## config.mk

```make
export PLATFORM = sky130hd
export DESIGN_NAME = wro_core
export DESIGN_NICKNAME = d
export VERILOG_FILES = /design/src/logic/wro_pkg.sv /design/src/logic/wro_sync.sv /design/src/logic/wro_buf.sv /design/src/logic/wro_core.sv
export SDC_FILE = /design/constraint.sdc
export NUM_CORES = 1
export LEC_CHECK = 0
export ABC_AREA = 1
export ABC_CLOCK_PERIOD_IN_PS = 2900
export BUFFER_PORTS_ARGS = -buffer_cell sky130_fd_sc_hd__buf_4
export CORE_MARGIN = 4
export CORE_UTILIZATION = 32
export DETAILED_ROUTE_END_ITERATION = 16
export GPL_TIMING_DRIVEN = 0
export PLACE_DENSITY = 0.54
export REMOVE_ABC_BUFFERS = 1
export SLEW_MARGIN = 30
export SYNTH_ARGS = -nofsm -noshare
export SYNTH_HDL_FRONTEND = slang
export SYNTH_SLANG_ARGS = --single-unit
export TNS_END_PERCENT = 100
```

## constraint.sdc

```tcl
create_clock -name clk_i -period 2.9 [get_ports clk_i]
set_input_delay 0.58 -clock clk_i [delete_from_list [all_inputs] [get_ports clk_i]]
set_output_delay 0.58 -clock clk_i [all_outputs]
set_load 0.02 [all_outputs]
```

## src/logic/wro_pkg.sv

```systemverilog
// constants, states and bundles of the serial watch control block
// assumes a single 125 MHz clock domain; the host pins are asynchronous to it
package wro_pkg;
   localparam int CLK_PERIOD_NS = 8;
   localparam int TICK_PERIOD_NS = 10_000_000;
   localparam int TICK_CYCLES = TICK_PERIOD_NS / CLK_PERIOD_NS;
   localparam int PTR_W = 6;
   localparam int REG_HUND = 0;
   localparam int REG_SEC = 1;
   localparam int REG_MIN = 2;
   localparam int REG_HOUR = 3;
   localparam int REG_DAY = 4;
   localparam int RST_CTRL_BIT = 4;
   localparam int OSC_CTRL_BIT = 5;
   localparam logic [63:0] MATCH_PATTERN = 64'h5CA3_3AC5_5CA3_3AC5;
   // one byte per register, register 0 in the low byte
   localparam logic [7:0][7:0] VALID_MASK = 64'hFF1F_3F37_BF7F_7FFF;
   localparam logic [7:0][7:0] REGS_RESET = 64'h0000_0031_0000_0000;
   localparam logic [7:0] HUND_TOP = 8'h99;
   localparam logic [7:0] SEC_TOP = 8'h59;
   localparam logic [7:0] HOUR_TOP = 8'h23;
   localparam logic [2:0] DAY_FIRST = 3'h1;
   localparam logic [2:0] DAY_LAST = 3'h7;
   localparam logic [5:0] PTR_LAST = 6'h3F;

   typedef enum logic [1:0] {
      WRO_IDLE = 2'b00,
      WRO_MATCH = 2'b01,
      WRO_XFER = 2'b11
   } wro_state_type;

   typedef struct packed {
      logic is_write;
      logic data;
   } wro_evt_type;

   typedef struct packed {
      logic rst_n;
      logic din;
      logic we_n;
      logic oe_n;
      logic ce_n;
   } wro_pins_type;

   localparam logic [4:0] PINS_IDLE = 5'h1F;
endpackage

```

## src/logic/wro_sync.sv

```systemverilog
// three-stage synchroniser with agreement filter for asynchronous pins
// assumes the inputs idle at the reset value
`timescale 1ns/1ps
`default_nettype none
module wro_sync #(
   parameter int W = 5,
   parameter logic [W-1:0] INIT = '1
) (
   // clock and reset
   input wire logic clk_i,
   input wire logic nrst_i,
   input wire logic en_i,
   // pins in, filtered level out
   input wire logic [W-1:0] async_i,
   output logic [W-1:0] level_o
);
   typedef struct packed {
      logic [W-1:0] s1;
      logic [W-1:0] s2;
      logic [W-1:0] s3;
      logic [W-1:0] level;
   } sync_state_type;

   sync_state_type st_reg;
   sync_state_type st_next;

   // the first stage feeds only the second
   always_comb begin
      st_next = st_reg;
      st_next.s1 = async_i;
      st_next.s2 = st_reg.s1;
      st_next.s3 = st_reg.s2;
      for (int i = 0; i < W; i++) begin
         if (st_reg.s2[i] == st_reg.s3[i]) begin
            st_next.level[i] = st_reg.s3[i];
         end
      end
   end

   always_ff @(posedge clk_i or negedge nrst_i) begin
      if (!nrst_i) begin
         st_reg <= {INIT, INIT, INIT, INIT};
      end else if (en_i) begin
         st_reg <= st_next;
      end
   end

   assign level_o = st_reg.level;
endmodule
`default_nettype wire

```

## src/logic/wro_buf.sv

```systemverilog
// two-entry buffer with valid/ready on both sides
// assumes one clock; a push into a full buffer is refused via in_ready_o
`timescale 1ns/1ps
`default_nettype none
module wro_buf #(
   parameter int W = 2
) (
   // clock and reset
   input wire logic clk_i,
   input wire logic nrst_i,
   input wire logic en_i,
   // filling side
   input wire logic in_valid_i,
   output logic in_ready_o,
   input wire logic [W-1:0] in_data_i,
   // draining side
   output logic out_valid_o,
   input wire logic out_ready_i,
   output logic [W-1:0] out_data_o
);
   typedef struct packed {
      logic [1:0][W-1:0] slot;
      logic [1:0] count;
   } buf_state_type;

   buf_state_type st_reg;
   buf_state_type st_next;
   logic push;
   logic pop;

   always_comb begin
      st_next = st_reg;
      push = in_valid_i && (st_reg.count != 2'd2);
      pop = out_ready_i && (st_reg.count != 2'd0);
      if (pop) begin
         st_next.slot[0] = st_reg.slot[1];
      end
      if (push) begin
         st_next.slot[(st_reg.count - 2'(pop)) == 2'd0 ? 0 : 1] = in_data_i;
      end
      st_next.count = st_reg.count + 2'(push) - 2'(pop);
   end

   always_ff @(posedge clk_i or negedge nrst_i) begin
      if (!nrst_i) begin
         st_reg <= '0;
      end else if (en_i) begin
         st_reg <= st_next;
      end
   end

   assign in_ready_o = (st_reg.count != 2'd2);
   assign out_valid_o = (st_reg.count != 2'd0);
   assign out_data_o = st_reg.slot[0];
endmodule
`default_nettype wire

```

## src/logic/wro_core.sv

```systemverilog
// serial watch control: pattern match, 64-bit transfer, reset and oscillator bits
// assumes asynchronous host strobes slower than about 10 clocks per cycle
// Functional notes
// - day bits 4 and 5 are controls
// - reset bit 1 ignores reset pin
// - reset bit 0, low pin aborts transfer
// - oscillator bit 1 stops time counting
// - oscillator bit 0 runs time counting
// - both control bits reset to 1
// - unused register bits read as 0
// - writes to unused bits have no effect
// - read during matching restarts the pointer
// - after match 64 cycles move bits
// - bit order register 0 bit 0 first
`timescale 1ns/1ps
`default_nettype none
module wro_core #(
   parameter int TICK_CYCLES = wro_pkg::TICK_CYCLES
) (
   // clock, reset, clock enable
   input wire logic clk_i,
   input wire logic nrst_i,
   input wire logic en_i,
   // host strobes and reset pin, all active low
   input wire logic ce_pin_n_i,
   input wire logic oe_pin_n_i,
   input wire logic we_pin_n_i,
   input wire logic rst_pin_n_i,
   // two-way serial data line
   input wire logic serial_bit_line_i,
   output logic serial_bit_line_o,
   output logic serial_bit_line_oe_o,
   // memory side and status
   output logic mem_inhibit_o,
   output logic osc_running_o,
   output logic [7:0] hundredths_o
);
   localparam int CW = $clog2(TICK_CYCLES + 1);

   typedef struct packed {
      wro_pkg::wro_state_type state;
      logic [wro_pkg::PTR_W-1:0] ptr;
      logic [7:0][7:0] regs;
      logic [CW-1:0] tick_cnt;
      logic ce_prev;
      logic lat_we;
      logic lat_oe;
      logic lat_bit;
      logic out_bit;
      logic drive;
   } core_state_type;

   core_state_type st_reg;
   core_state_type st_next;
   wro_pkg::wro_pins_type pins;
   wro_pkg::wro_evt_type evt_in;
   wro_pkg::wro_evt_type evt_out;
   logic evt_push;
   logic buf_in_ready;
   logic evt_valid;
   logic eng_ready;
   logic tick_now;
   logic abort;
   logic [8:0] hund_inc;
   logic [8:0] sec_inc;
   logic [8:0] min_inc;
   logic [8:0] hour_inc;

   // bcd increment, result is {carry, value}; value wraps to zero past top
   function automatic logic [8:0] bcd_inc(input logic [7:0] v, input logic [7:0] top);
      if (v >= top) begin
         bcd_inc = 9'h000;
         bcd_inc[8] = 1'b1;
      end else if (v[3:0] >= 4'h9) begin
         bcd_inc = {1'b0, v[7:4] + 4'h1, 4'h0};
      end else begin
         bcd_inc = {1'b0, v[7:4], v[3:0] + 4'h1};
      end
   endfunction

   // which bits of a register exist
   function automatic logic bit_valid(input logic [wro_pkg::PTR_W-1:0] p);
      bit_valid = wro_pkg::VALID_MASK[p[5:3]][p[2:0]];
   endfunction

   wro_sync #(
      .W($bits(wro_pkg::wro_pins_type)),
      .INIT(wro_pkg::PINS_IDLE)
   ) u_sync (
      .clk_i(clk_i),
      .nrst_i(nrst_i),
      .en_i(en_i),
      .async_i({rst_pin_n_i, serial_bit_line_i, we_pin_n_i, oe_pin_n_i, ce_pin_n_i}),
      .level_o(pins)
   );

   // host cycles queue here so the one-cycle stall for a time update loses nothing
   wro_buf #(
      .W($bits(wro_pkg::wro_evt_type))
   ) u_buf (
      .clk_i(clk_i),
      .nrst_i(nrst_i),
      .en_i(en_i),
      .in_valid_i(evt_push),
      .in_ready_o(buf_in_ready),
      .in_data_i(evt_in),
      .out_valid_o(evt_valid),
      .out_ready_i(eng_ready),
      .out_data_o(evt_out)
   );

   always_comb begin
      st_next = st_reg;
      evt_in = '0;
      evt_push = 1'b0;
      abort = 1'b0;
      tick_now = 1'b0;
      hund_inc = bcd_inc(st_reg.regs[wro_pkg::REG_HUND], wro_pkg::HUND_TOP);
      sec_inc = bcd_inc(st_reg.regs[wro_pkg::REG_SEC], wro_pkg::SEC_TOP);
      min_inc = bcd_inc(st_reg.regs[wro_pkg::REG_MIN], wro_pkg::SEC_TOP);
      hour_inc = bcd_inc({2'b00, st_reg.regs[wro_pkg::REG_HOUR][5:0]}, wro_pkg::HOUR_TOP);

      // strobe levels are caught while the chip enable is low, used at its rise
      st_next.ce_prev = pins.ce_n;
      if (!pins.ce_n) begin
         st_next.lat_we = ~pins.we_n;
         st_next.lat_oe = ~pins.oe_n;
         st_next.lat_bit = pins.din;
      end
      if (pins.ce_n && !st_reg.ce_prev && (st_reg.lat_we || st_reg.lat_oe)) begin
         evt_in.is_write = st_reg.lat_we;
         evt_in.data = st_reg.lat_bit;
         evt_push = buf_in_ready;
      end

      // control bits live in the day register
      if (!st_reg.regs[wro_pkg::REG_DAY][wro_pkg::RST_CTRL_BIT]) begin
         abort = ~pins.rst_n;
      end

      // time base only runs while the oscillator bit is clear
      if (!st_reg.regs[wro_pkg::REG_DAY][wro_pkg::OSC_CTRL_BIT]) begin
         if (st_reg.tick_cnt == CW'(TICK_CYCLES - 1)) begin
            st_next.tick_cnt = '0;
            tick_now = 1'b1;
         end else begin
            st_next.tick_cnt = st_reg.tick_cnt + CW'(1);
         end
      end
      // date, month and year are kept by software; only the day of week rolls
      if (tick_now) begin
         st_next.regs[wro_pkg::REG_HUND] = hund_inc[7:0];
         if (hund_inc[8]) begin
            st_next.regs[wro_pkg::REG_SEC] = sec_inc[7:0];
            if (sec_inc[8]) begin
               st_next.regs[wro_pkg::REG_MIN] = min_inc[7:0];
               if (min_inc[8]) begin
                  st_next.regs[wro_pkg::REG_HOUR][5:0] = hour_inc[5:0];
                  if (hour_inc[8]) begin
                     if (st_reg.regs[wro_pkg::REG_DAY][2:0] == wro_pkg::DAY_LAST) begin
                        st_next.regs[wro_pkg::REG_DAY][2:0] = wro_pkg::DAY_FIRST;
                     end else begin
                        st_next.regs[wro_pkg::REG_DAY][2:0] =
                           st_reg.regs[wro_pkg::REG_DAY][2:0] + 3'h1;
                     end
                  end
               end
            end
         end
      end

      // the engine waits out the update cycle so both never write a register at once
      eng_ready = ~tick_now;

      if (abort) begin
         // register contents stay as they are
         st_next.state = wro_pkg::WRO_IDLE;
         st_next.ptr = '0;
      end else if (evt_valid && eng_ready) begin
         case (st_reg.state)
            wro_pkg::WRO_IDLE: begin
               if (!evt_out.is_write) begin
                  st_next.state = wro_pkg::WRO_MATCH;
                  st_next.ptr = '0;
               end
            end
            wro_pkg::WRO_MATCH: begin
               if (!evt_out.is_write) begin
                  st_next.ptr = '0;
               end else if (evt_out.data == wro_pkg::MATCH_PATTERN[st_reg.ptr]) begin
                  st_next.ptr = st_reg.ptr + 6'h01;
                  if (st_reg.ptr == wro_pkg::PTR_LAST) begin
                     st_next.state = wro_pkg::WRO_XFER;
                  end
               end else begin
                  // a miss parks the pointer; later writes are ignored until a read
                  st_next.state = wro_pkg::WRO_IDLE;
                  st_next.ptr = '0;
               end
            end
            wro_pkg::WRO_XFER: begin
               if (evt_out.is_write && bit_valid(st_reg.ptr)) begin
                  st_next.regs[st_reg.ptr[5:3]][st_reg.ptr[2:0]] = evt_out.data;
               end
               st_next.ptr = st_reg.ptr + 6'h01;
               if (st_reg.ptr == wro_pkg::PTR_LAST) begin
                  st_next.state = wro_pkg::WRO_IDLE;
               end
            end
            default: begin
               st_next.state = wro_pkg::WRO_IDLE;
               st_next.ptr = '0;
            end
         endcase
      end

      // read data: missing bits always read zero
      // the bit is frozen while driven, so a time update mid-read cannot change it
      if (st_reg.drive) begin
         st_next.out_bit = st_reg.out_bit;
      end else begin
         st_next.out_bit = st_reg.regs[st_reg.ptr[5:3]][st_reg.ptr[2:0]] & bit_valid(st_reg.ptr);
      end
      st_next.drive = (st_reg.state == wro_pkg::WRO_XFER) && !abort && !pins.ce_n
         && !pins.oe_n && pins.we_n;
   end

   always_ff @(posedge clk_i or negedge nrst_i) begin
      if (!nrst_i) begin
         st_reg <= '0;
         st_reg.state <= wro_pkg::WRO_IDLE;
         st_reg.regs <= wro_pkg::REGS_RESET;
         st_reg.ce_prev <= 1'b1;
      end else if (en_i) begin
         st_reg <= st_next;
      end
   end

   assign serial_bit_line_o = st_reg.out_bit;
   assign serial_bit_line_oe_o = st_reg.drive;
   // memory sees the cycle unless a watch transfer owns it
   assign mem_inhibit_o = (st_reg.state == wro_pkg::WRO_XFER);
   assign osc_running_o = ~st_reg.regs[wro_pkg::REG_DAY][wro_pkg::OSC_CTRL_BIT];
   assign hundredths_o = st_reg.regs[wro_pkg::REG_HUND];
endmodule
`default_nettype wire

```

==> impl_metrics.toml, run 1 <==
[status]
outcome = "finished, final reports clean"

[finish]
drive_gt1_share_pct = 10.1
antenna_cells = 0
final_cell_mix = "496 x nand2_1, 109 x nand3_1, 106 x nor2_1, 102 x inv_1, 98 x dfrtp_1"
fill_cells = 3002
largest_reg_flops = 89
final_common_cell = "nand2_1"
finalCoreUtilization_pct = 36.2
final_nets = 1372
syn2layout_area_growth_pct = 11.3

[worst_setup_path]
crit_fanout = 30
cp-end-kind = "flop"
crit_required_ps = 3260
worstReg2RegStart = "st_reg[95]"
worstSetupPathType = "reg2reg"
arrival_ps = 3060
setup.worst_path.start = "st_reg[95]"
worstSetupStartpointType = "flop"

[route]
routed_wirelength_um = 25600
dr.pass1.iters = 6
drcViolationCount = 0
drt_iter0_markers = 702
final_antenna_net_count = 0
via_count = 8641
avgRoutedWirePerCell_um = 14.8
avgViaCountPerCell = 5.01

[logic_synthesis]
synth_ff_type = "dfrtp_1"
synthCells = 1355
synth_edf_count = 0
ys_ff_latch = 125
ys_top_cells_by_area = "dfrtp_1 28%, nand2_1 21%, dfstp_2 7.0%"
ys_async_sr_fraction_pct = 100
syn_avg_cell_area_um2 = 6.68
yosysSeqAreaShare_pct = 34.9
synth_largest_area_cell = "dfrtp_1"
synth.distinct_cells = 44
syn-cell-area_mm2 = 0.00904
ys_warn_count = 0
netlist.area_leader.share_pct = 27.9

[sta]
min_period_ps = 2700
period_share_pct = 93.2
worst_pin_slew_ps = 847
slew_violations = 0
finalSetupViolCount = 0
rsz0062_at_grt = "false"
finClkSkew_ps = 11.7
setup_tns_ps = 0
slew_headroom_pct = 43.5
max_freq_ghz = 0.370
finalHoldViolations = 0

[global_route]
grt_pass1_vias = 8353
grt_pass1_wl_um = 42800
antenna_found_initial = 0
grt-ovfl-total = 0
track_usage_pct = 16.9
grt_start_max_net_pins = 83

[die]
die_x_um = 176
die_area_mm2 = 0.0310
row_count = 61
pin_count = 20
die_h_um = 176
coreArea_mm2 = 0.0279
initial_utilization_pct = 32.5

[clock_tree]
clk_latency_ps = 430
clkTransAtPathRegs_ps = 60
cts_buffer_depth = 2
h-tree-depth = 4
numClockSinks = 125
cts_tree = "done"
numCtsBuffers = 17
cts_root_buffer = "clkbuf_16"

[hold_path]
min_path_type = "in2async"

[power]
power_density_mw_per_mm2 = 513
p_total_mw = 5.16
vdd_drop_max_uv = 348
leakage_nw = 4.86

[placement]
hpwl_um = 16700
port_buffers = 19
place_congestion = 0.869

[flow_run]
drv_cap = 0
==> cells by family (layout without fill, tap and decap cells) <==
family,Yosys count,in the layout,synth area share [%]
fa+ha+maj,30,30,4.15
buf+inv,188,178,9.23
compound gates,153,153,8.83
simple gates,840,842,41.0
xor+xnor,18,18,1.74
flops,125,125,34.9
mux,1,1,0.124
==> per-stage QoR <==
stage	cells	cell area, µm²	hold WS [ps]	worst slack [ps]
final	1725	10100	43.8	197
after global routing	1725	10100	63.2	21.6
after CTS	1719	9970	46.9	7.62
after detailed placement	1684	9330	458	-832
after global placement	1682	9270	452	-1950
after floorplan	1285	8650	284	-303
==> layer usage <==
layer  vias up  track usage (%)  wire length (µm)  share of wire [%]
met5         -                0                 0                  0
met4         0             4.39               398                1.6
met1      4097             23.4             12300                 48
li1       4345                -                 -                  -
met3        23             3.19              1180                4.6
met2       176             27.2             11700                 46
==> cells in the mapped netlist, types with 2 or more instances <==
master      n
a21oi_1    41
a31oi_1     2
buf_1       7
buf_2      16
buf_4      15
buf_6       7
clkbuf_1   25
clkinv_1    2
dfrtp_1   101
dfstp_2    24
ha_1       30
inv_1     104
inv_2      12
nand2_1   497
nand2_2     3
nand2_4     2
nand3_1   109
nand3_2     7
nand3b_1   16
nand4_1    56
nand4_2     2
nor2_1    109
nor2_2      2
nor2_4      5
nor3_1     19
nor3_2      2
nor3b_1     3
nor4_1      3
o211ai_1    2
o21a_1      2
o21ai_0    92
o21ai_1     6
o31ai_1     3
or2_2       3
xnor2_1     3
xor2_1     15
==> area by class of cell <==
type | instances | area, µm² | share of cell area [%]
clock inverters | 14 | 170 | 1.69
inverters | 118 | 464 | 4.61
repair buffers | 28 | 263 | 2.61
flip-flops and latches | 125 | 3160 | 31.4
well taps | 378 | 473 | 4.70
multi-input cells | 1044 | 5110 | 50.7
clock buffers | 18 | 429 | 4.26
==> worst paths after layout <==
check | depth (start not counted) | slack (ps) | endpoint
worst max-delay path | 12 | 200 | st_reg[83]
worst min-delay path | 1 | 40 | st_reg[20]
worst max register to register | 12 | 200 | st_reg[83]
worst min register to register | 2 | 460 | u_sync.st_next[13]
max in group asynchronous | 2 | 2050 | st_reg[95]
min in group clk_i | 3 | 360 | u_sync.st_next[13]
==> power by group <==
| group | internal [mW] | switching [mW] |
|---|---|---|
| sequential | 1.92 | 0.221 |
| combinational | 0.226 | 0.571 |
| clock | 1.35 | 0.875 |
==> worst max-delay path, cell delays in order, from the launching register on <==
cell and delay, ps:
dfrtp_4 620, inv_4 250, ha_1 280, nand2_1 70, nand3_1 90, nand2_2 250
nand2_1 130, nor2_2 290, nand3_4 120, buf_12 180, clkinv_8 130, nand4_1 100
nand2_1 110
==> timing repair <==
| action | in CTS | in global routing |
|---|---|---|
| cloned | 1 | 1 |
| gates resized for setup | 8 | 9 |
| pin swaps | 1 | 1 |
| endpoints found under the setup margin | 60 | 39 |
| buffers inserted | 2 | 5 |
| hold buffers | 0 | 0 |
Note: power is estimated with default switching activity, not from simulation.
==> run 2, diff against run 1 <==
--- a/config.mk
+++ b/config.mk
@@ -17,5 +17,6 @@
 export SLEW_MARGIN = 30
 export SYNTH_ARGS = -nofsm -noshare
 export SYNTH_HDL_FRONTEND = slang
+export SYNTH_HIERARCHICAL = 1
 export SYNTH_SLANG_ARGS = --single-unit
 export TNS_END_PERCENT = 100
==> run 2 against run 1 <==
  * Worst setup slack better by 32 ps
  * Sequential share of layout area is 0.87 points lower
  * Non-clock buffer count is 5 higher
  * Clock skew is 0.94 ps higher
  * Flip-flop and latch count stayed put
  * Die area is 3.0% higher
  * Critical path type unchanged
==> impl_metrics.toml, run 2 <==
[route]
avgRoutedWirePerCell_um = 15.1
dr.max_layer_used = "met4"
wl_met2_um = 12500
wl_met3_um = 1210
drt_iter0_markers = 759
avgViaCountPerCell = 5.01
met1_length_um = 13000
via_count = 9029
final_antenna_net_count = 0
dr.pass1.iters = 6
drcViolationCount = 0
routed_wirelength_um = 27200

[global_route]
grt_pass1_vias = 8346
antenna_found_initial = 0
track_usage_pct = 17.4
grt_start_max_net_pins = 78
grt_pass1_wl_um = 44500
grt-ovfl-total = 0

[clock_tree]
h-tree-depth = 4
cts_tree = "done"
numClockSinks = 125
clkTransAtPathRegs_ps = 70
cts_buffer_depth = 2
clk_latency_ps = 440
numCtsBuffers = 17
cts_root_buffer = "clkbuf_16"

[finish]
antenna_cells = 0
final_nets = 1443
drive_gt1_share_pct = 9.51
final_common_cell = "nand2_1"
largest_reg_flops = 89
final_cell_mix = "487 x nand2_1, 139 x nand3_1, 137 x nor2_1, 136 x inv_1, 97 x dfrtp_1"
finalCoreUtilization_pct = 36.1
syn2layout_area_growth_pct = 11.2

[logic_synthesis]
synth_ff_type = "dfrtp_1"
ys_async_sr_fraction_pct = 100
synthCells = 1426
synth.distinct_cells = 43
synth_edf_count = 0
syn-cell-area_mm2 = 0.00933
synth_largest_area_cell = "dfrtp_1"
ys_warn_count = 6
ys_ff_latch = 125
yosysSeqAreaShare_pct = 33.9
post-synth-top-count-cell = "nand2_1"
ys_top_cells_by_area = "dfrtp_1 27%, nand2_1 20%, nand3_1 7.5%"
synth_common_cells = "488 x nand2_1, 141 x inv_1, 140 x nand3_1"
netlist.area_leader.share_pct = 27.1
syn_avg_cell_area_um2 = 6.54

[placement]
place_congestion = 0.858
port_buffers = 19
hpwl_um = 18200

[sta]
fin_hold_ws_ps = 38.0
finalHoldViolations = 0
finClkSkew_ps = 12.7
rsz0062_at_grt = "false"
max_freq_ghz = 0.374
period_share_pct = 92.1
slew_headroom_pct = 46.0
finalSetupViolCount = 0
slew_violations = 0
min_period_ps = 2670
worst_pin_slew_ps = 804

[power]
p_total_mw = 5.53
vdd_drop_max_uv = 382
power_density_mw_per_mm2 = 533
leakage_nw = 4.91

[status]
outcome = "finished, final reports clean"

[die]
die_h_um = 179
die_area_mm2 = 0.0319
coreArea_mm2 = 0.0287
initial_utilization_pct = 32.5
row_count = 62
die_x_um = 179
pin_count = 20

[worst_setup_path]
crit_required_ps = 3220
worstSetupStartpointType = "flop"
cp-end-kind = "flop"
arrival_ps = 2990
worstSetupPathType = "reg2reg"
crit_fanout = 59

[flow_run]
drv_cap = 0

[hold_path]
min_path_type = "in2async"
run 2: critical path, cell delays in order (launching register included):
cell and delay (ps):
dfrtp_4 550, buf_16 210, clkinvlp_4 170, ha_1 310, nand2_1 80, nand3_2 130, nand2_8 190, nand2_4 170
nor2_8 160, nand3_4 170, clkinv_16 210, nand2_1 80, nand2_1 60, nand2_1 40
run 2: metrics by stage:
step / setup TNS (ps) / instances / setup slack, ps / instance area (µm²)
floorplan: -9080 / 1351 / -296 / 8890
global placement: -113520 / 1754 / -1820 / 9520
detailed placement: -35710 / 1757 / -924 / 9600
CTS: -65.5 / 1795 / -22.0 / 10200
global route: 0 / 1803 / 38.0 / 10400
finish: 0 / 1803 / 229 / 10400
run 2: area by class of cell:
type | instances | area [µm²]
clock buffers | 17 | 425
clock inverters | 15 | 156
fillers | 3149 | 18300
inverters | 150 | 603
multi-input cells | 1076 | 5200
flip-flops and latches | 125 | 3170
well taps | 384 | 480
repair buffers | 33 | 320
repair inverters | 3 | 17.5
run 2: metal layers:
layer / track usage [%] / up-vias
li1: - / 4524
met1: 24.0 / 4265
met2: 28.2 / 196
met3: 2.11 / 44
met4: 5.88 / 0
met5: 0 / -
run 2: path summary, 6_finish.rpt:
check | startpoint | to | slack [ps] | cells past startpoint
max | st_reg[94] | st_reg[58] | 230 | 13
min | nrst_i | st_reg[54] | 40 | 1
max reg2reg | st_reg[94] | st_reg[58] | 230 | 13
min reg2reg | u_sync/st_next[14] | u_sync/st_next[14] | 470 | 2
max in group asynchronous | nrst_i | u_sync/level_o[4] | 2070 | 2
min in group clk_i | oe_pin_n_i | u_sync/st_next[11] | 350 | 3
run 2: logic make-up (layout without fill, tap and decap cells):
group,Yosys count,count (layout),synth area share (%)
AOI/OAI and AO/OA,140,140,7.92
xor gates and xnor gates,22,22,2.07
adders and majority gates,29,29,3.89
buffers and inverters,225,218,10.7
DFF,125,125,33.9
and+or+nand+nor,885,885,41.6
run 2: repair_timing:
item,in CTS,in global routing
gates cloned,2,1
pin swaps,1,1
buffers inserted,4,7
resized for setup,8,9
hold endpoints to repair,0,0
endpoints found under the setup margin,67,62
hold buffers,0,0
run 2: power by group:
part           switching, mW  internal, mW  total [mW]
clock network           1.02          1.16        2.17
logic                  0.807         0.337        1.14
registers              0.270          1.94        2.21
==> run 3, diff against run 2 <==
--- a/config.mk
+++ b/config.mk
@@ -6,7 +6,7 @@
 export NUM_CORES = 1
 export LEC_CHECK = 0
 export ABC_AREA = 1
-export ABC_CLOCK_PERIOD_IN_PS = 2900
+export ABC_CLOCK_PERIOD_IN_PS = 3200
 export BUFFER_PORTS_ARGS = -buffer_cell sky130_fd_sc_hd__buf_4
 export CORE_MARGIN = 4
 export CORE_UTILIZATION = 32
@@ -17,6 +17,5 @@
 export SLEW_MARGIN = 30
 export SYNTH_ARGS = -nofsm -noshare
 export SYNTH_HDL_FRONTEND = slang
-export SYNTH_HIERARCHICAL = 1
 export SYNTH_SLANG_ARGS = --single-unit
 export TNS_END_PERCENT = 100
==> constraint.sdc (replaced) <==
create_clock -name clk_i -period 3.2 [get_ports clk_i]
set_input_delay 0.64 -clock clk_i [delete_from_list [all_inputs] [get_ports clk_i]]
set_output_delay 0.64 -clock clk_i [all_outputs]
set_load 0.02 [all_outputs]
==> run 3 against run 2 <==
  * First-iteration DRC count shrank 13%
  * Largest power group is now clock
  * Register-to-register slack got worse by 20 ps
  * Combinational power down 38%
  * Utilization decreased by 0.35 points
  * Maximum frequency down 11%
  * Clock power is 7% lower
  * Worst setup slack got worse by 21 ps
  * Critical path depth decreased by 1
  * Flip-flop and latch count is the same
  * Wire length shrank 7.2%
  * Die area fell by 2.9%
  * Clock-buffer cell count grew 1
==> impl_metrics.toml, run 3 (same netlist as run 1, synthesis figures left out) <==
[status]
outcome = "finished, final reports clean"

[clock_tree]
numClockSinks = 125
hold_buffers = 0
h-tree-depth = 4
clk_latency_ps = 430
numCtsBuffers = 17
cts_root_buffer = "clkbuf_16"
cts_buffer_depth = 2
cts_tree = "done"
clkTransAtPathRegs_ps = 60

[finish]
finalCoreUtilization_pct = 35.8
final_common_cell = "nand2_1"
final_nets = 1365
largest_reg_flops = 89
drive_gt1_share_pct = 9.40
syn2layout_area_growth_pct = 10.2
fill_cells = 3009
final_cell_mix = "496 x nand2_1, 109 x nand3_1, 108 x nor2_1, 102 x inv_1, 98 x dfrtp_1"
antenna_cells = 0

[worst_setup_path]
crit_top_cell = "nand2_1"
worstSetupPathType = "reg2reg"
crit_required_ps = 3560
crit_fanout = 33
cp-end-kind = "flop"
cpPeakStageDelay_ps = 570
worstSetupStartpointType = "flop"
arrival_ps = 3350
cp_slowest_cell = "dfrtp_2"
worstPathCellList = "buf_12 -> clkinvlp_4 -> ha_1 -> nand2_1 -> nand3_1 -> nand2_2 -> nand2_1 -> nor2_2 -> nand3_4 -> inv_8 -> nand4_1 -> nand2_1"

[power]
p_total_mw = 4.67
vdd_drop_max_uv = 315
power_density_mw_per_mm2 = 468
leakage_nw = 4.82

[placement]
port_buffers = 19
place_congestion = 0.869
place_ws_ps = -532
hpwl_um = 16700

[global_route]
grt_pass1_wl_um = 42800
track_usage_pct = 16.9
grt-ovfl-total = 0
grt_pass1_vias = 8346
antenna_found_initial = 0
grt_start_max_net_pins = 83

[sta]
finalSetupViolCount = 0
max_freq_ghz = 0.334
setup_ws_ps = 208
min_period_ps = 2990
slew_violations = 0
setup_tns_ps = 0
finClkSkew_ps = 10.4
slew_headroom_pct = 43.4
period_share_pct = 93.5
worst_pin_slew_ps = 849
finalHoldViolations = 0
rsz0062_at_grt = "false"

[route]
routed_wirelength_um = 25300
dr.pass1.iters = 7
drcViolationCount = 0
avgViaCountPerCell = 5.02
drt_iter0_markers = 660
via_count = 8618
final_antenna_net_count = 0
avgRoutedWirePerCell_um = 14.7

[die]
initial_utilization_pct = 32.5
coreArea_mm2 = 0.0279
die_h_um = 176
die_area_mm2 = 0.0310
die_x_um = 176
row_count = 61
pin_count = 20

[hold_path]
min_path_type = "in2async"

[flow_run]
drv_cap = 0
-- run 3: changes by cell type in the layout (fill, tap and decap cells not counted), sizes merged, moves of 5 or more --
cell and delta:
buf -11, nor2 -30, xor2 -5, nand2 +5, inv -40, a21oi -15
nand3 -27, nor3 -11, o21ai +32, nand4 +13
-- run 3: layout make-up --
cell class | count | area, µm² | area share [%]
Clock buffer | 18 | 429 | 4.31
Clock inverter | 14 | 170 | 1.71
Inverter | 118 | 457 | 4.58
Multi-Input combinational cell | 1043 | 5070 | 50.8
Sequential cell | 125 | 3160 | 31.8
Tap cell | 378 | 473 | 4.75
Timing Repair Buffer | 22 | 205 | 2.06
-- run 3: critical path: cells and delay by family, from the launching register on --
family	cells	cell delay, ps
and+or+nand+nor	8	1300
DFF	1	570
adders and majority gates	1	320
buffers and inverters	3	690
-- run 3: through the flow --
stage / instance area, µm² / std cells / hold WS [ps]
final: 9970 / 1718 / 104
after global routing: 9970 / 1718 / 123
after CTS: 9960 / 1718 / 107
after detailed placement: 9330 / 1684 / 458
after global placement: 9270 / 1682 / 452
after floorplan: 8650 / 1285 / 344
-- run 3: power breakdown --
group	internal [mW]	total, mW	switching (mW)
Clock	1.23	2.02	0.797
Sequential	1.74	1.93	0.193
Combinational	0.202	0.712	0.510
Total	3.17	4.67	1.50
-- run 3: timing repair --
item | 4_1_cts | 5_1_grt
endpoints found under the setup margin | 39 | 31
setup buffers | 1 | 0
gates resized for setup | 6 | 2
pin swaps | 1 | 0
gates cloned | 1 | 0
-- run 3: worst paths after layout --
| kind | start | to | slack, ps | depth (start not counted) |
|---|---|---|---|---|
| max | st_reg[94] | st_reg[83] | 210 | 12 |
| min | nrst_i | st_reg[20] | 100 | 1 |
| max reg2reg | st_reg[94] | st_reg[83] | 210 | 12 |
| min reg2reg | u_sync.st_next[13] | u_sync.st_next[13] | 460 | 2 |
| max in group asynchronous | nrst_i | st_reg[95] | 2300 | 2 |
| min in group clk_i | serial_bit_line_i | u_sync.st_next[13] | 420 | 3 |
-- run 3: routing by layer --
layer  up-vias  global-route usage [%]  share of wire (%)
li1       4328                       -                  -
met1      4086                    23.4                 48
met2       177                    27.2                 45
met3        27                    3.19                4.8
met4         0                    4.39                1.7
met5         -                       0                  0
